[src/scr_map.svh]
// System configuration register map: offsets, field positions, reset values.
// Assumes inclusion by the package and by each module that decodes the fields.
`ifndef SCR_MAP_SVH
`define SCR_MAP_SVH
// -----------------------------------------------------------------------------
// Offsets
// -----------------------------------------------------------------------------
`define SCR_OFS_CONFIG      12'h000
`define SCR_OFS_CONTROL     12'h004
// -----------------------------------------------------------------------------
// Configuration word fields
// -----------------------------------------------------------------------------
`define SCR_BIT_CLKOFF      15
`define SCR_BIT_FRZTMR      14
`define SCR_BIT_FREEZE_BUS_MONITOR       13
`define SCR_BIT_EXTMST      11
`define SCR_BIT_SHOW_HI     9
`define SCR_BIT_SHOW_LO     8
`define SCR_BIT_PRIV        7
`define SCR_BIT_PLACE       6
`define SCR_BIT_ARB_HI      3
`define SCR_BIT_ARB_LO      0
`define SCR_ARB_RESET       4'hF
`define SCR_WRITE_MASK      16'hE3CF
// -----------------------------------------------------------------------------
// Control word fields and placement decode addresses
// -----------------------------------------------------------------------------
`define SCR_CTL_CLKDIV_BIT  0
`define SCR_PLACE_BASE0     24'h7FF000
`define SCR_PLACE_BASE1     24'hFFF000
`define SCR_PLACE_MASK      24'hFFF000
`endif

[src/scr_pkg.sv]
// Types shared by the system configuration register bank.
// Assumes the map header is on the include path.
package scr_pkg;
    `include "scr_map.svh"
    typedef enum logic [1:0] {
        SCR_SHOW_OFF_ARB,
        SCR_SHOW_ON_NOARB,
        SCR_SHOW_ON_ARB,
        SCR_SHOW_ON_ARB_HALT
    } scr_show_type;
    typedef enum {
        SCR_PLACE_OPEN,
        SCR_PLACE_LOCKED
    } scr_lock_type;
endpackage

[src/scr_ctl_if.sv]
// Configuration fields and access inputs passed from the register bank to the decode module, and decode results back.
// Assumes one clock domain.
`timescale 1ns/10ps
interface scr_ctl_if;
    logic [1:0]  show_sel;
    logic        placement;
    logic        privilege;
    logic [23:0] access_addr;
    logic        access_super;
    logic        module_hit;
    logic        access_denied;
    logic        show_drive;
    logic        arb_allow;
    modport regs (output show_sel, output placement, output privilege,
                  output access_addr, output access_super,
                  input module_hit, input access_denied, input show_drive,
                  input arb_allow);
    modport dec (input show_sel, input placement, input privilege,
                 input access_addr, input access_super,
                 output module_hit, output access_denied, output show_drive,
                 output arb_allow);
endinterface

[src/scr_decode.sv]
// Combinational decode of show-cycle mode, module placement and privilege.
// Assumes fields come from registered configuration state.
`timescale 1ns/10ps
`include "scr_map.svh"
module scr_decode (
    // Configuration fields
    scr_ctl_if.dec ctl
);
    import scr_pkg::*;

    function automatic logic place_hit(input logic [23:0] a, input logic p);
        place_hit = (a & `SCR_PLACE_MASK) == (p ? `SCR_PLACE_BASE1 : `SCR_PLACE_BASE0);
    endfunction

    scr_show_type mode;
    assign mode = scr_show_type'(ctl.show_sel);

    assign ctl.module_hit    = place_hit(ctl.access_addr, ctl.placement);
    assign ctl.access_denied = ctl.module_hit & ctl.privilege & ~ctl.access_super;

    always_comb begin
        case (mode)
            SCR_SHOW_OFF_ARB: begin
                ctl.show_drive = 1'b0;
                ctl.arb_allow  = 1'b1;
            end
            SCR_SHOW_ON_NOARB: begin
                ctl.show_drive = 1'b1;
                ctl.arb_allow  = 1'b0;
            end
            default: begin
                ctl.show_drive = 1'b1;
                ctl.arb_allow  = 1'b1;
            end
        endcase
    end
endmodule

[src/scr_top.sv]
// System configuration register bank with APB slave and derived controls.
// Assumes a synchronous APB master on pclk; data line eleven is a pin.
//
// How it works
// - The configuration word is readable and writable at any time, placement and external-master-access aside.
// - The placement bit takes the first write after reset and ignores all later ones.
// - Clock-output-disable at 0 drives the clock pin, at 1 floats it.
// - Freeze-timers at 1 halts watchdog and interval timer while freeze is high.
// - Freeze-bus-monitor at 1 disables the bus monitor while freeze is high.
// - External-master-access is read-only and captured from data line eleven in reset.
// - External-master-access at 1 opens the internal module bus to an outside master.
// - The two-bit show field sets show-cycle driving and arbitration.
// - Show 00 means no show cycles with arbitration; 01 show cycles without arbitration.
// - Show 10 means show cycles with arbitration; 11 also halts on a bus grant.
// - Placement 0 decodes 0x7FF000 to 0x7FFFFF, placement 1 decodes 0xFFF000 to 0xFFFFFF.
// - Privilege bit at 1 admits only supervisor accesses to protected registers.
// - The arbitration field resets to 1111; zero prevents arbitration.
`timescale 1ns/10ps
`include "scr_map.svh"
module scr_top (
    // APB
    input  wire logic        pclk,
    input  wire logic        presetn,
    input  wire logic        psel,
    input  wire logic        penable,
    input  wire logic        pwrite,
    input  wire logic [11:0] paddr,
    input  wire logic [31:0] pwdata,
    output logic             pready,
    output logic [31:0]      prdata,
    output logic             pslverr,
    // Pins
    input  wire logic        data_line_eleven,
    input  wire logic        freeze,
    output logic             clock_output_pin,
    output logic             clock_output_pin_oe,
    // Internal module bus access check
    input  wire logic [23:0] access_addr,
    input  wire logic        access_super,
    output logic             module_hit,
    output logic             access_denied,
    // Derived controls
    input  wire logic        bus_grant,
    output logic             timers_halt,
    output logic             bus_monitor_enable,
    output logic             external_master_access,
    output logic             show_drive,
    output logic             arb_allow,
    output logic             internal_halt,
    output logic [3:0]       interrupt_arbitration_level,
    output logic             arbitration_enabled
);
    import scr_pkg::*;

    // -------------------------------------------------------------------------
    // Register state
    // -------------------------------------------------------------------------
    logic [15:0]  cfg_ff;
    logic         xmst_ff;
    logic [2:0]   d11_sync_ff;
    logic [2:0]   frz_sync_ff;
    logic         frz_ff;
    logic         clkdiv_ff;
    logic         clkdiv_sel_ff;
    logic         div_ff;
    scr_lock_type lock_ff;
    logic [31:0]  prdata_ff;
    logic [15:0]  nxt_cfg;

    wire wr_access = psel & penable & pwrite;
    wire rd_setup  = psel & ~penable & ~pwrite;
    wire hit_cfg   = paddr == `SCR_OFS_CONFIG;
    wire hit_ctl   = paddr == `SCR_OFS_CONTROL;

    scr_ctl_if ctl ();
    scr_decode scr_decode_inst (
        .ctl (ctl)
    );

    // -------------------------------------------------------------------------
    // Bus slave
    // -------------------------------------------------------------------------
    assign pready  = 1'b1;
    assign pslverr = psel & penable & ~(hit_cfg | hit_ctl);
    assign prdata  = prdata_ff;

    always_comb begin
        nxt_cfg = cfg_ff;
        if (wr_access && hit_cfg) begin
            nxt_cfg = (cfg_ff & ~`SCR_WRITE_MASK) | (pwdata[15:0] & `SCR_WRITE_MASK);
            if (lock_ff == SCR_PLACE_LOCKED) begin
                nxt_cfg[`SCR_BIT_PLACE] = cfg_ff[`SCR_BIT_PLACE];
            end
        end
    end

    always_ff @(posedge pclk or negedge presetn) begin
        if (!presetn) begin
            cfg_ff <= {8'h00, 4'hC, `SCR_ARB_RESET};
        end else begin
            cfg_ff <= nxt_cfg;
        end
    end

    always_ff @(posedge pclk or negedge presetn) begin
        if (!presetn) begin
            lock_ff <= SCR_PLACE_OPEN;
        end else if (wr_access && hit_cfg) begin
            lock_ff <= SCR_PLACE_LOCKED;
        end
    end

    always_ff @(posedge pclk or negedge presetn) begin
        if (!presetn) begin
            clkdiv_sel_ff <= 1'b0;
        end else if (wr_access && hit_ctl) begin
            clkdiv_sel_ff <= pwdata[`SCR_CTL_CLKDIV_BIT];
        end
    end

    always_ff @(posedge pclk or negedge presetn) begin
        if (!presetn) begin
            prdata_ff <= 32'h0000_0000;
        end else if (rd_setup) begin
            prdata_ff <= hit_cfg ? {16'h0000, cfg_ff[15:12], xmst_ff, cfg_ff[10:0]} :
                         hit_ctl ? {31'h0000_0000, clkdiv_sel_ff} : 32'h0000_0000;
        end
    end

    // -------------------------------------------------------------------------
    // Pin synchronisers
    // -------------------------------------------------------------------------
    always_ff @(posedge pclk or negedge presetn) begin
        if (!presetn) begin
            frz_sync_ff <= 3'h0;
            frz_ff      <= 1'b0;
        end else begin
            frz_sync_ff <= {frz_sync_ff[1:0], freeze};
            if (frz_sync_ff[1] == frz_sync_ff[2]) begin
                frz_ff <= frz_sync_ff[2];
            end
        end
    end

    // The strap chain has no reset, because it must keep sampling while reset is low.
    always_ff @(posedge pclk) begin
        d11_sync_ff <= {d11_sync_ff[1:0], data_line_eleven};
    end

    // strap capture in reset
    // The strap is sampled by the clock while reset is low and frozen once it is
    // released; writes never reach it.
    always_ff @(posedge pclk) begin
        if (!presetn && d11_sync_ff[1] == d11_sync_ff[2]) begin
            xmst_ff <= d11_sync_ff[2];
        end
    end

    // -------------------------------------------------------------------------
    // Clock output
    // -------------------------------------------------------------------------
    always_ff @(posedge pclk or negedge presetn) begin
        if (!presetn) begin
            clkdiv_ff <= 1'b0;
            div_ff    <= 1'b0;
        end else begin
            clkdiv_ff <= ~clkdiv_ff;
            div_ff    <= clkdiv_sel_ff ? ~div_ff & clkdiv_ff | div_ff & ~clkdiv_ff : clkdiv_ff;
        end
    end

    assign clock_output_pin    = div_ff;
    assign clock_output_pin_oe = ~cfg_ff[`SCR_BIT_CLKOFF];

    // -------------------------------------------------------------------------
    // Derived controls
    // -------------------------------------------------------------------------
    // timers freeze
    assign timers_halt            = cfg_ff[`SCR_BIT_FRZTMR] & frz_ff;
    assign bus_monitor_enable     = ~(cfg_ff[`SCR_BIT_FREEZE_BUS_MONITOR] & frz_ff);
    assign external_master_access = xmst_ff;

    assign ctl.show_sel     = cfg_ff[`SCR_BIT_SHOW_HI:`SCR_BIT_SHOW_LO];
    assign ctl.placement    = cfg_ff[`SCR_BIT_PLACE];
    assign ctl.privilege    = cfg_ff[`SCR_BIT_PRIV];
    assign ctl.access_addr  = access_addr;
    assign ctl.access_super = access_super;
    assign module_hit       = ctl.module_hit;
    assign access_denied    = ctl.access_denied;
    assign show_drive       = ctl.show_drive;
    assign arb_allow        = ctl.arb_allow;
    assign internal_halt    = (ctl.show_sel == 2'h3) & bus_grant;
    assign interrupt_arbitration_level = cfg_ff[`SCR_BIT_ARB_HI:`SCR_BIT_ARB_LO];
    assign arbitration_enabled = |cfg_ff[`SCR_BIT_ARB_HI:`SCR_BIT_ARB_LO];
endmodule

[config.mk]
export PLATFORM = sky130hd
export DESIGN_NAME = scr_top
export DESIGN_NICKNAME = d
export VERILOG_FILES = /design/src/scr_pkg.sv /design/src/scr_ctl_if.sv /design/src/scr_decode.sv /design/src/scr_top.sv
export VERILOG_INCLUDE_DIRS = /design/src /design/src/src
export SDC_FILE = /design/constraint.sdc
export NUM_CORES = 1
export LEC_CHECK = 0
export ABC_AREA = 1
export BUFFER_PORTS_ARGS = -buffer_cell sky130_fd_sc_hd__buf_2
export CAP_MARGIN = 20
export CELL_PAD_IN_SITES_DETAIL_PLACEMENT = 2
export CELL_PAD_IN_SITES_GLOBAL_PLACEMENT = 2
export CORE_ASPECT_RATIO = 1.4
export CORE_UTILIZATION = 23
export CTS_BUF_LIST = sky130_fd_sc_hd__clkbuf_8
export CTS_CLUSTER_SIZE = 20
export DETAILED_ROUTE_END_ITERATION = 8
export HOLD_SLACK_MARGIN = 0.1
export PLACE_DENSITY = 0.87
export SLEW_MARGIN = 10
export SYNTH_ARGS = -nofsm -noshare
export SYNTH_HDL_FRONTEND = slang
export SYNTH_SLANG_ARGS = --single-unit
export TNS_END_PERCENT = 100
[constraint.sdc]
create_clock -name pclk -period 2.5 [get_ports pclk]
set_clock_uncertainty 0.15 [all_clocks]
set_input_delay 0 -clock pclk [delete_from_list [all_inputs] [get_ports pclk]]
set_output_delay 0 -clock pclk [all_outputs]
set_load 0.05 [all_outputs]
==> results of run 1 <==
-- metal layers --
layer,GRT usage [%],vias to the layer above
met4,5.29,0
met5,0,-
li1,-,769
met2,28.8,47
met3,3.20,11
met1,16.0,798
-- kinds of logic after synthesis --
| family | count (synthesis) | share of synthesized area (%) |
|---|---|---|
| and+or+nand+nor | 91 | 23.8 |
| other | 2 | 0.435 |
| adders and majority gates | 1 | 0.580 |
| DFF | 36 | 52.0 |
| buffers and inverters | 46 | 15.8 |
| xor gates and xnor gates | 3 | 1.52 |
| AOI/OAI and AO/OA | 20 | 5.80 |
-- cell type report --
type	instances	share of cell area, %
clock buffers	5	2.82
clock inverters	3	0.512
inverters	18	2.76
multi-input cells	132	25.1
flip-flops and latches	36	36.8
well taps	97	4.97
repair buffers	104	27.0
-- state kept, by name, indices dropped and copies added, names as in the netlist --
register                cells
lock_ff                     1
clkdiv_sel_ff               1
prdata                     13
cfg_ff                     11
frz_sync_ff                 3
frz_ff                      1
clkdiv_ff                   1
d11_sync_ff                 3
clock_output_pin            1
external_master_access      1
-- worst max-delay path, stage by stage --
cell and delay [ns]:
dlygate4sd3_1 0.53, buf_2 0.13, nor2_1 0.11, dlygate4sd3_1 0.56, nand2_1 0.05, dlygate4sd3_1 0.57, nor2_2 0.11, nand3_1 0.11
nand2_1 0.08, o21ai_0 0.07
-- layout by cell type (no fill, tap or decap) --
cell and instances:
a21oi_1 1, and2_1 1, buf_2 75, buf_4 2, clkbuf_8 5, clkinv_2 1, conb_1 17, dfrtp_1 26
dfstp_2 6, dfxtp_1 3, dlygate4sd3_1 27, edfxtp_1 1, inv_1 19, inv_2 1, maj3_1 1, nand2_1 59
nand2_4 1, nand3_1 5, nand3_2 1, nand4_1 3, nor2_1 12, nor2_2 2, nor2_4 1, nor2_8 1
nor3_1 2, nor3_2 1, o21ai_0 17, o21ai_1 2, or2_2 2, xor2_1 3
-- where the power goes --
part / internal (W) / leakage [nW] / switching (W) / total [W]
clock network: 0.000187 / 0.0505 / 0.000200 / 0.000387
registers: 0.000593 / 0.426 / 0.00000438 / 0.000597
logic: 0.0000606 / 0.838 / 0.000115 / 0.000176
total: 0.000841 / 1.31 / 0.000320 / 0.00116
-- worst min-delay path by stage --
| stage | end | slack, ns | cells past startpoint |
|---|---|---|---|
| 3_5_place_dp | prdata[1] | -0.19 | 1 |
| 2_1_floorplan | cfg_ff[13] | -0.45 | 0 |
| 5_1_grt | cfg_ff[7] | 0.12 | 2 |
| 6_report | cfg_ff[7] | 0.10 | 2 |
| 4_1_cts | prdata[0] | 0.11 | 8 |
| 3_3_place_gp | prdata[15] | -0.20 | 1 |
-- timing repair --
action	in CTS	in global routing
endpoints found under the hold margin	53	0
gates resized for setup	0	1
endpoints found under the setup margin	0	1
hold buffers	27	0
-- through the flow --
stage          setup slack [ns]  cells
4_1_cts                   0.245    395
5_1_grt                  0.0539    395
2_1_floorplan             0.441    214
3_3_place_gp               1.05    360
6_report                  0.176    395
3_5_place_dp               1.01    360
==> results.cfg, run 1 <==
[yosys]
syn-instance-count = 199
ys_seq_area_share_pct = 52.0
ys_async_sr_fraction_pct = 88.9
netlist_area_um2 = 1730
yosysWarningCount = 0
postSynthAreaPerCell_um2 = 8.68
synth_cell_types = 29
synthTopCellsByArea = dfrtp_1 (38%), nand2_1 (13%), buf_4 (10%)
post-synth-top-count-cell = nand2_1
synth_edf_count = 1
ys_ff_latch = 36
synth_common_cells = nand2_1 (59), dfrtp_1 (26), buf_4 (24)
synthFlopType = dfrtp_1
synth_top_area_share_pct = 37.7
synth_area_leader_cell = dfrtp_1

[clock_tree]
clock-sinks = 36
insertion_delay_ns = 0.28
path_clk_slew_ns = 0.08
cts_tree = done
cts_buffer_depth = 2
root_buffer = clkbuf_8
cts_setup_buffers = 0
cts_buffers = 5
htreeDepth = 2

[finish]
multi_input_area_um2 = 614
final_area_um2 = 2440
final_nets = 374
drive_gt1_share_pct = 33.2
n_antenna_cell = 0
seqCellArea_um2 = 898
areaGrowthSynthToFinish_pct = 41.5
final_core_util_pct = 33.4
nFillCells = 910

[global_route]
gr-total-overflow = 0
first_global_vias = 1855
grt_antenna_before_repair = 0
grt_pass1_wl_um = 9050
grt_max_degree = 17
grt_usage_pct = 15.3

[worst_setup_path]
worst_ep_required_time_ns = 2.51
path_class = input port to flop
path_max_fanout = 2
r2r_cells = 5
crit_end = clkdiv_sel_ff
end_kind = flop
r2r_end = cfg_ff[6]
rrSetupSlack_ns = 0.99
crit_arrival_ns = 2.34
cp-start-kind = input port
r2r_start = lock_ff[0]
crit_path_start = paddr[1]

[status]
status = complete, no violations

[floorplanning]
start_util_pct = 23.6
core.rowCount = 37
num_io_pins = 126
die_w_um = 75.2
core_area_um2 = 7310
die_area_um2 = 7860
fp.dieH_um = 105

[detailed_routing]
highest_layer = met4
wl_um = 5500
detail_route.wl_per_cell_um = 13.9
vias = 1625
dr_wl_met3_um = 207
met2_wirelength_um = 3190
drt_iter0_markers = 63
remaining_drc_errors = 0
met1_length_um = 1980
antenna_left = 0
dr.pass1.iters = 4
viasPerCell = 4.11

[place]
gp_congestion = 0.736
placedInstanceArea_um2 = 2090
io_buffers = 75
hpwl_um = 3920

[power]
p_leak_nw = 1.31
finalPower_w = 0.00116
peakVddDrop_mv = 0.249
p_per_area_nw_per_um2 = 475

[timing]
min_period_over_period_pct = 92.9
hold-worst-slack_ns = 0.103
drv_slew = 0
timing.fmax_ghz = 0.430
rsz0062_at_grt = false
worst_pin_slew_ns = 0.695
hold_viol_final = 0
final.setup.tns_ns = 0
relSlewSlack_pct = 53.5
finalSetupViolations = 0
period_needed_ns = 2.32

[job]
cap_violations = 0

[min_path]
worstHoldPathType = input port to async pin
(Power assumes the default switching activity.)
==> run 2, diff against run 1 <==
--- a/config.mk
+++ b/config.mk
@@ -11,7 +11,7 @@
 export CAP_MARGIN = 20
 export CELL_PAD_IN_SITES_DETAIL_PLACEMENT = 2
 export CELL_PAD_IN_SITES_GLOBAL_PLACEMENT = 2
-export CORE_ASPECT_RATIO = 1.4
+export CORE_ASPECT_RATIO = 1.75
 export CORE_UTILIZATION = 23
 export CTS_BUF_LIST = sky130_fd_sc_hd__clkbuf_8
 export CTS_CLUSTER_SIZE = 20
==> run 2 against run 1 <==
Against the previous run: clock-buffer cell count did not move; sequential share of layout area increased by 0.21 points; register-to-register slack worse by 0.40 ns; first-iteration DRC count is 24% lower; via count decreased by 0.12%; global-route usage fell by 1.3 points; non-clock buffer count grew 1; cell area is 0.56% lower; sequential cell count is the same; hold slack better by 0.013 ns.
==> results.cfg, run 2 (synthesis results as in run 1) <==
[place]
gp_congestion = 0.657
io_buffers = 75
hpwl_um = 3810

[timing]
period_needed_ns = 2.30
rsz0062_at_grt = false
final.setup.tns_ns = 0
drv_slew = 0
finalSetupViolations = 0
min_period_over_period_pct = 92.1
hold_viol_final = 0
timing.fmax_ghz = 0.434

[global_route]
gr-total-overflow = 0
grt_usage_pct = 14.0
grtUsageMet3_pct = 1.66
grt-busiest-layer = met2
grt_pass1_wl_um = 8200
grt_use_met2_pct = 27.8
grt_max_degree = 34
gr-usage-met1_pct = 14.0
grt_antenna_before_repair = 0
first_global_vias = 1701

[min_path]
worstHoldPathType = input port to async pin

[clock_tree]
insertion_delay_ns = 0.28
htreeDepth = 2
path_clk_slew_ns = 0.07
cts_buffers = 5
cts_buffer_depth = 2
root_buffer = clkbuf_8
cts_tree = done
clock-sinks = 36

[floorplanning]
start_util_pct = 23.9
die_area_um2 = 7870
fp.dieH_um = 117
core.rowCount = 41
die_w_um = 67.5
core_area_um2 = 7230
num_io_pins = 126

[power]
p_seq_share_pct = 51.9
p_clk_share_pct = 33.6
p_leak_nw = 1.32
p_sw_w = 0.000316
p_per_area_nw_per_um2 = 474
power_frac_comb_pct = 14.6
internal-power_w = 0.000836
switching_share_pct = 27.4
peakVddDrop_mv = 0.152
finalPower_w = 0.00115

[worst_setup_path]
cpLargestDelayFamily = buffers and inverters
cpPeakStageDelay_ns = 0.57
r2r_cells = 5
crit_chain = buf_2 -> nor2_1 -> dlygate4sd3_1 -> nand2_1 -> dlygate4sd3_1 -> nor2_1 -> dlygate4sd3_1 -> nand3_1 -> nand2_1 -> o21ai_0
slowest_stage = dlygate4sd3_1
r2r_start = lock_ff[0]
path_buf_inv = 4
worst_ep_required_time_ns = 2.51
cp-start-kind = input port
crit_top_cell = dlygate4sd3_1
rrSetupSlack_ns = 0.59
crit_arrival_ns = 2.31
end_kind = flop
r2r_end = cfg_ff[6]
path_class = input port to flop
path_max_fanout = 2

[finish]
largest_register_ffs = 13
areaGrowthSynthToFinish_pct = 40.7
nFillCells = 846
final_nets = 375
final_common_cell = buf_2
final_cell_mix = buf_2 (75), nand2_1 (59), dfrtp_1 (26)
n_antenna_cell = 0
drive_gt1_share_pct = 33.8

[detailed_routing]
dr.pass1.iters = 2
drt_iter0_markers = 48
vias = 1623
detail_route.wl_per_cell_um = 13.5
viasPerCell = 4.22
antenna_left = 0
remaining_drc_errors = 0
wl_um = 5190

[job]
cap_violations = 0

[status]
status = complete, no violations
[run 2: cell count changes in the layout (fill, tap and decap cells not counted)]
cell and change:
nor2_2 -1, dlygate4sd3_1 -2, buf_4 +3, nor2_1 +1
[run 2: repair_timing]
action | in CTS | in global routing
setup buffers | 0 | 3
resized for setup | 0 | 0
hold endpoints to repair | 56 | 0
endpoints found under the setup margin | 0 | 1
hold buffers | 25 | 0
[run 2: final cells by class]
type,instances,area (um2),area share [%]
Timing Repair Buffer,105,663,27.3
Tap cell,86,108,4.43
Multi-Input combinational cell,132,612,25.2
Sequential cell,36,898,37.0
Clock buffer,5,68.8,2.83
Clock inverter,3,12.5,0.515
Inverter,18,67.6,2.78
[run 2: worst max-delay path by stage]
| stage | slack, ns | depth (start not counted) | startpoint | end |
|---|---|---|---|---|
| floorplan | 0.44 | 3 | cfg_ff[6] | access_denied |
| global placement | 1.07 | 4 | cfg_ff[6] | access_denied |
| detailed placement | 1.03 | 4 | cfg_ff[6] | access_denied |
| CTS | 0.09 | 10 | penable | cfg_ff[6] |
| global route | 0.03 | 10 | paddr[1] | clkdiv_sel_ff |
| finish | 0.20 | 10 | paddr[1] | clkdiv_sel_ff |
[run 2: through the flow]
stage	hold slack, ns	utilization [%]	setup slack [ns]	instances	area [um2]
2_1_floorplan	-0.446	-	0.441	214	1780
3_3_place_gp	-0.0983	28.7	1.07	349	2080
3_5_place_dp	-0.0977	28.7	1.03	349	2080
4_1_cts	0.118	33.3	0.0892	382	2410
5_1_grt	0.137	33.6	0.0278	385	2430
6_report	0.116	33.6	0.198	385	2430
[run 2: power groups by stage]
stage	Clock [W]	Sequential, W	Combinational, W
global placement	0	0.000608	0.000141
detailed placement	0	0.000609	0.000144
global route	0.000420	0.000598	0.000182
floorplan	0	0.000611	0.000105
finish	0.000387	0.000597	0.000168
CTS	0.000405	0.000597	0.000169
[run 2: worst register-to-register path: stages (launching register included)]
cell,delay (ns)
dfrtp_1,0.36
inv_1,0.10
nand3_2,0.07
dlygate4sd3_1,0.55
nand2_1,0.07
dlygate4sd3_1,0.55
[run 2: routing by layer]
metal | vias to the layer above | wire (um) | share of wire [%]
met2 | 60 | 3080 | 59
met1 | 785 | 1800 | 35
met4 | 0 | 101 | 1.9
li1 | 770 | - | -
met3 | 8 | 209 | 4.0
met5 | - | 0 | 0
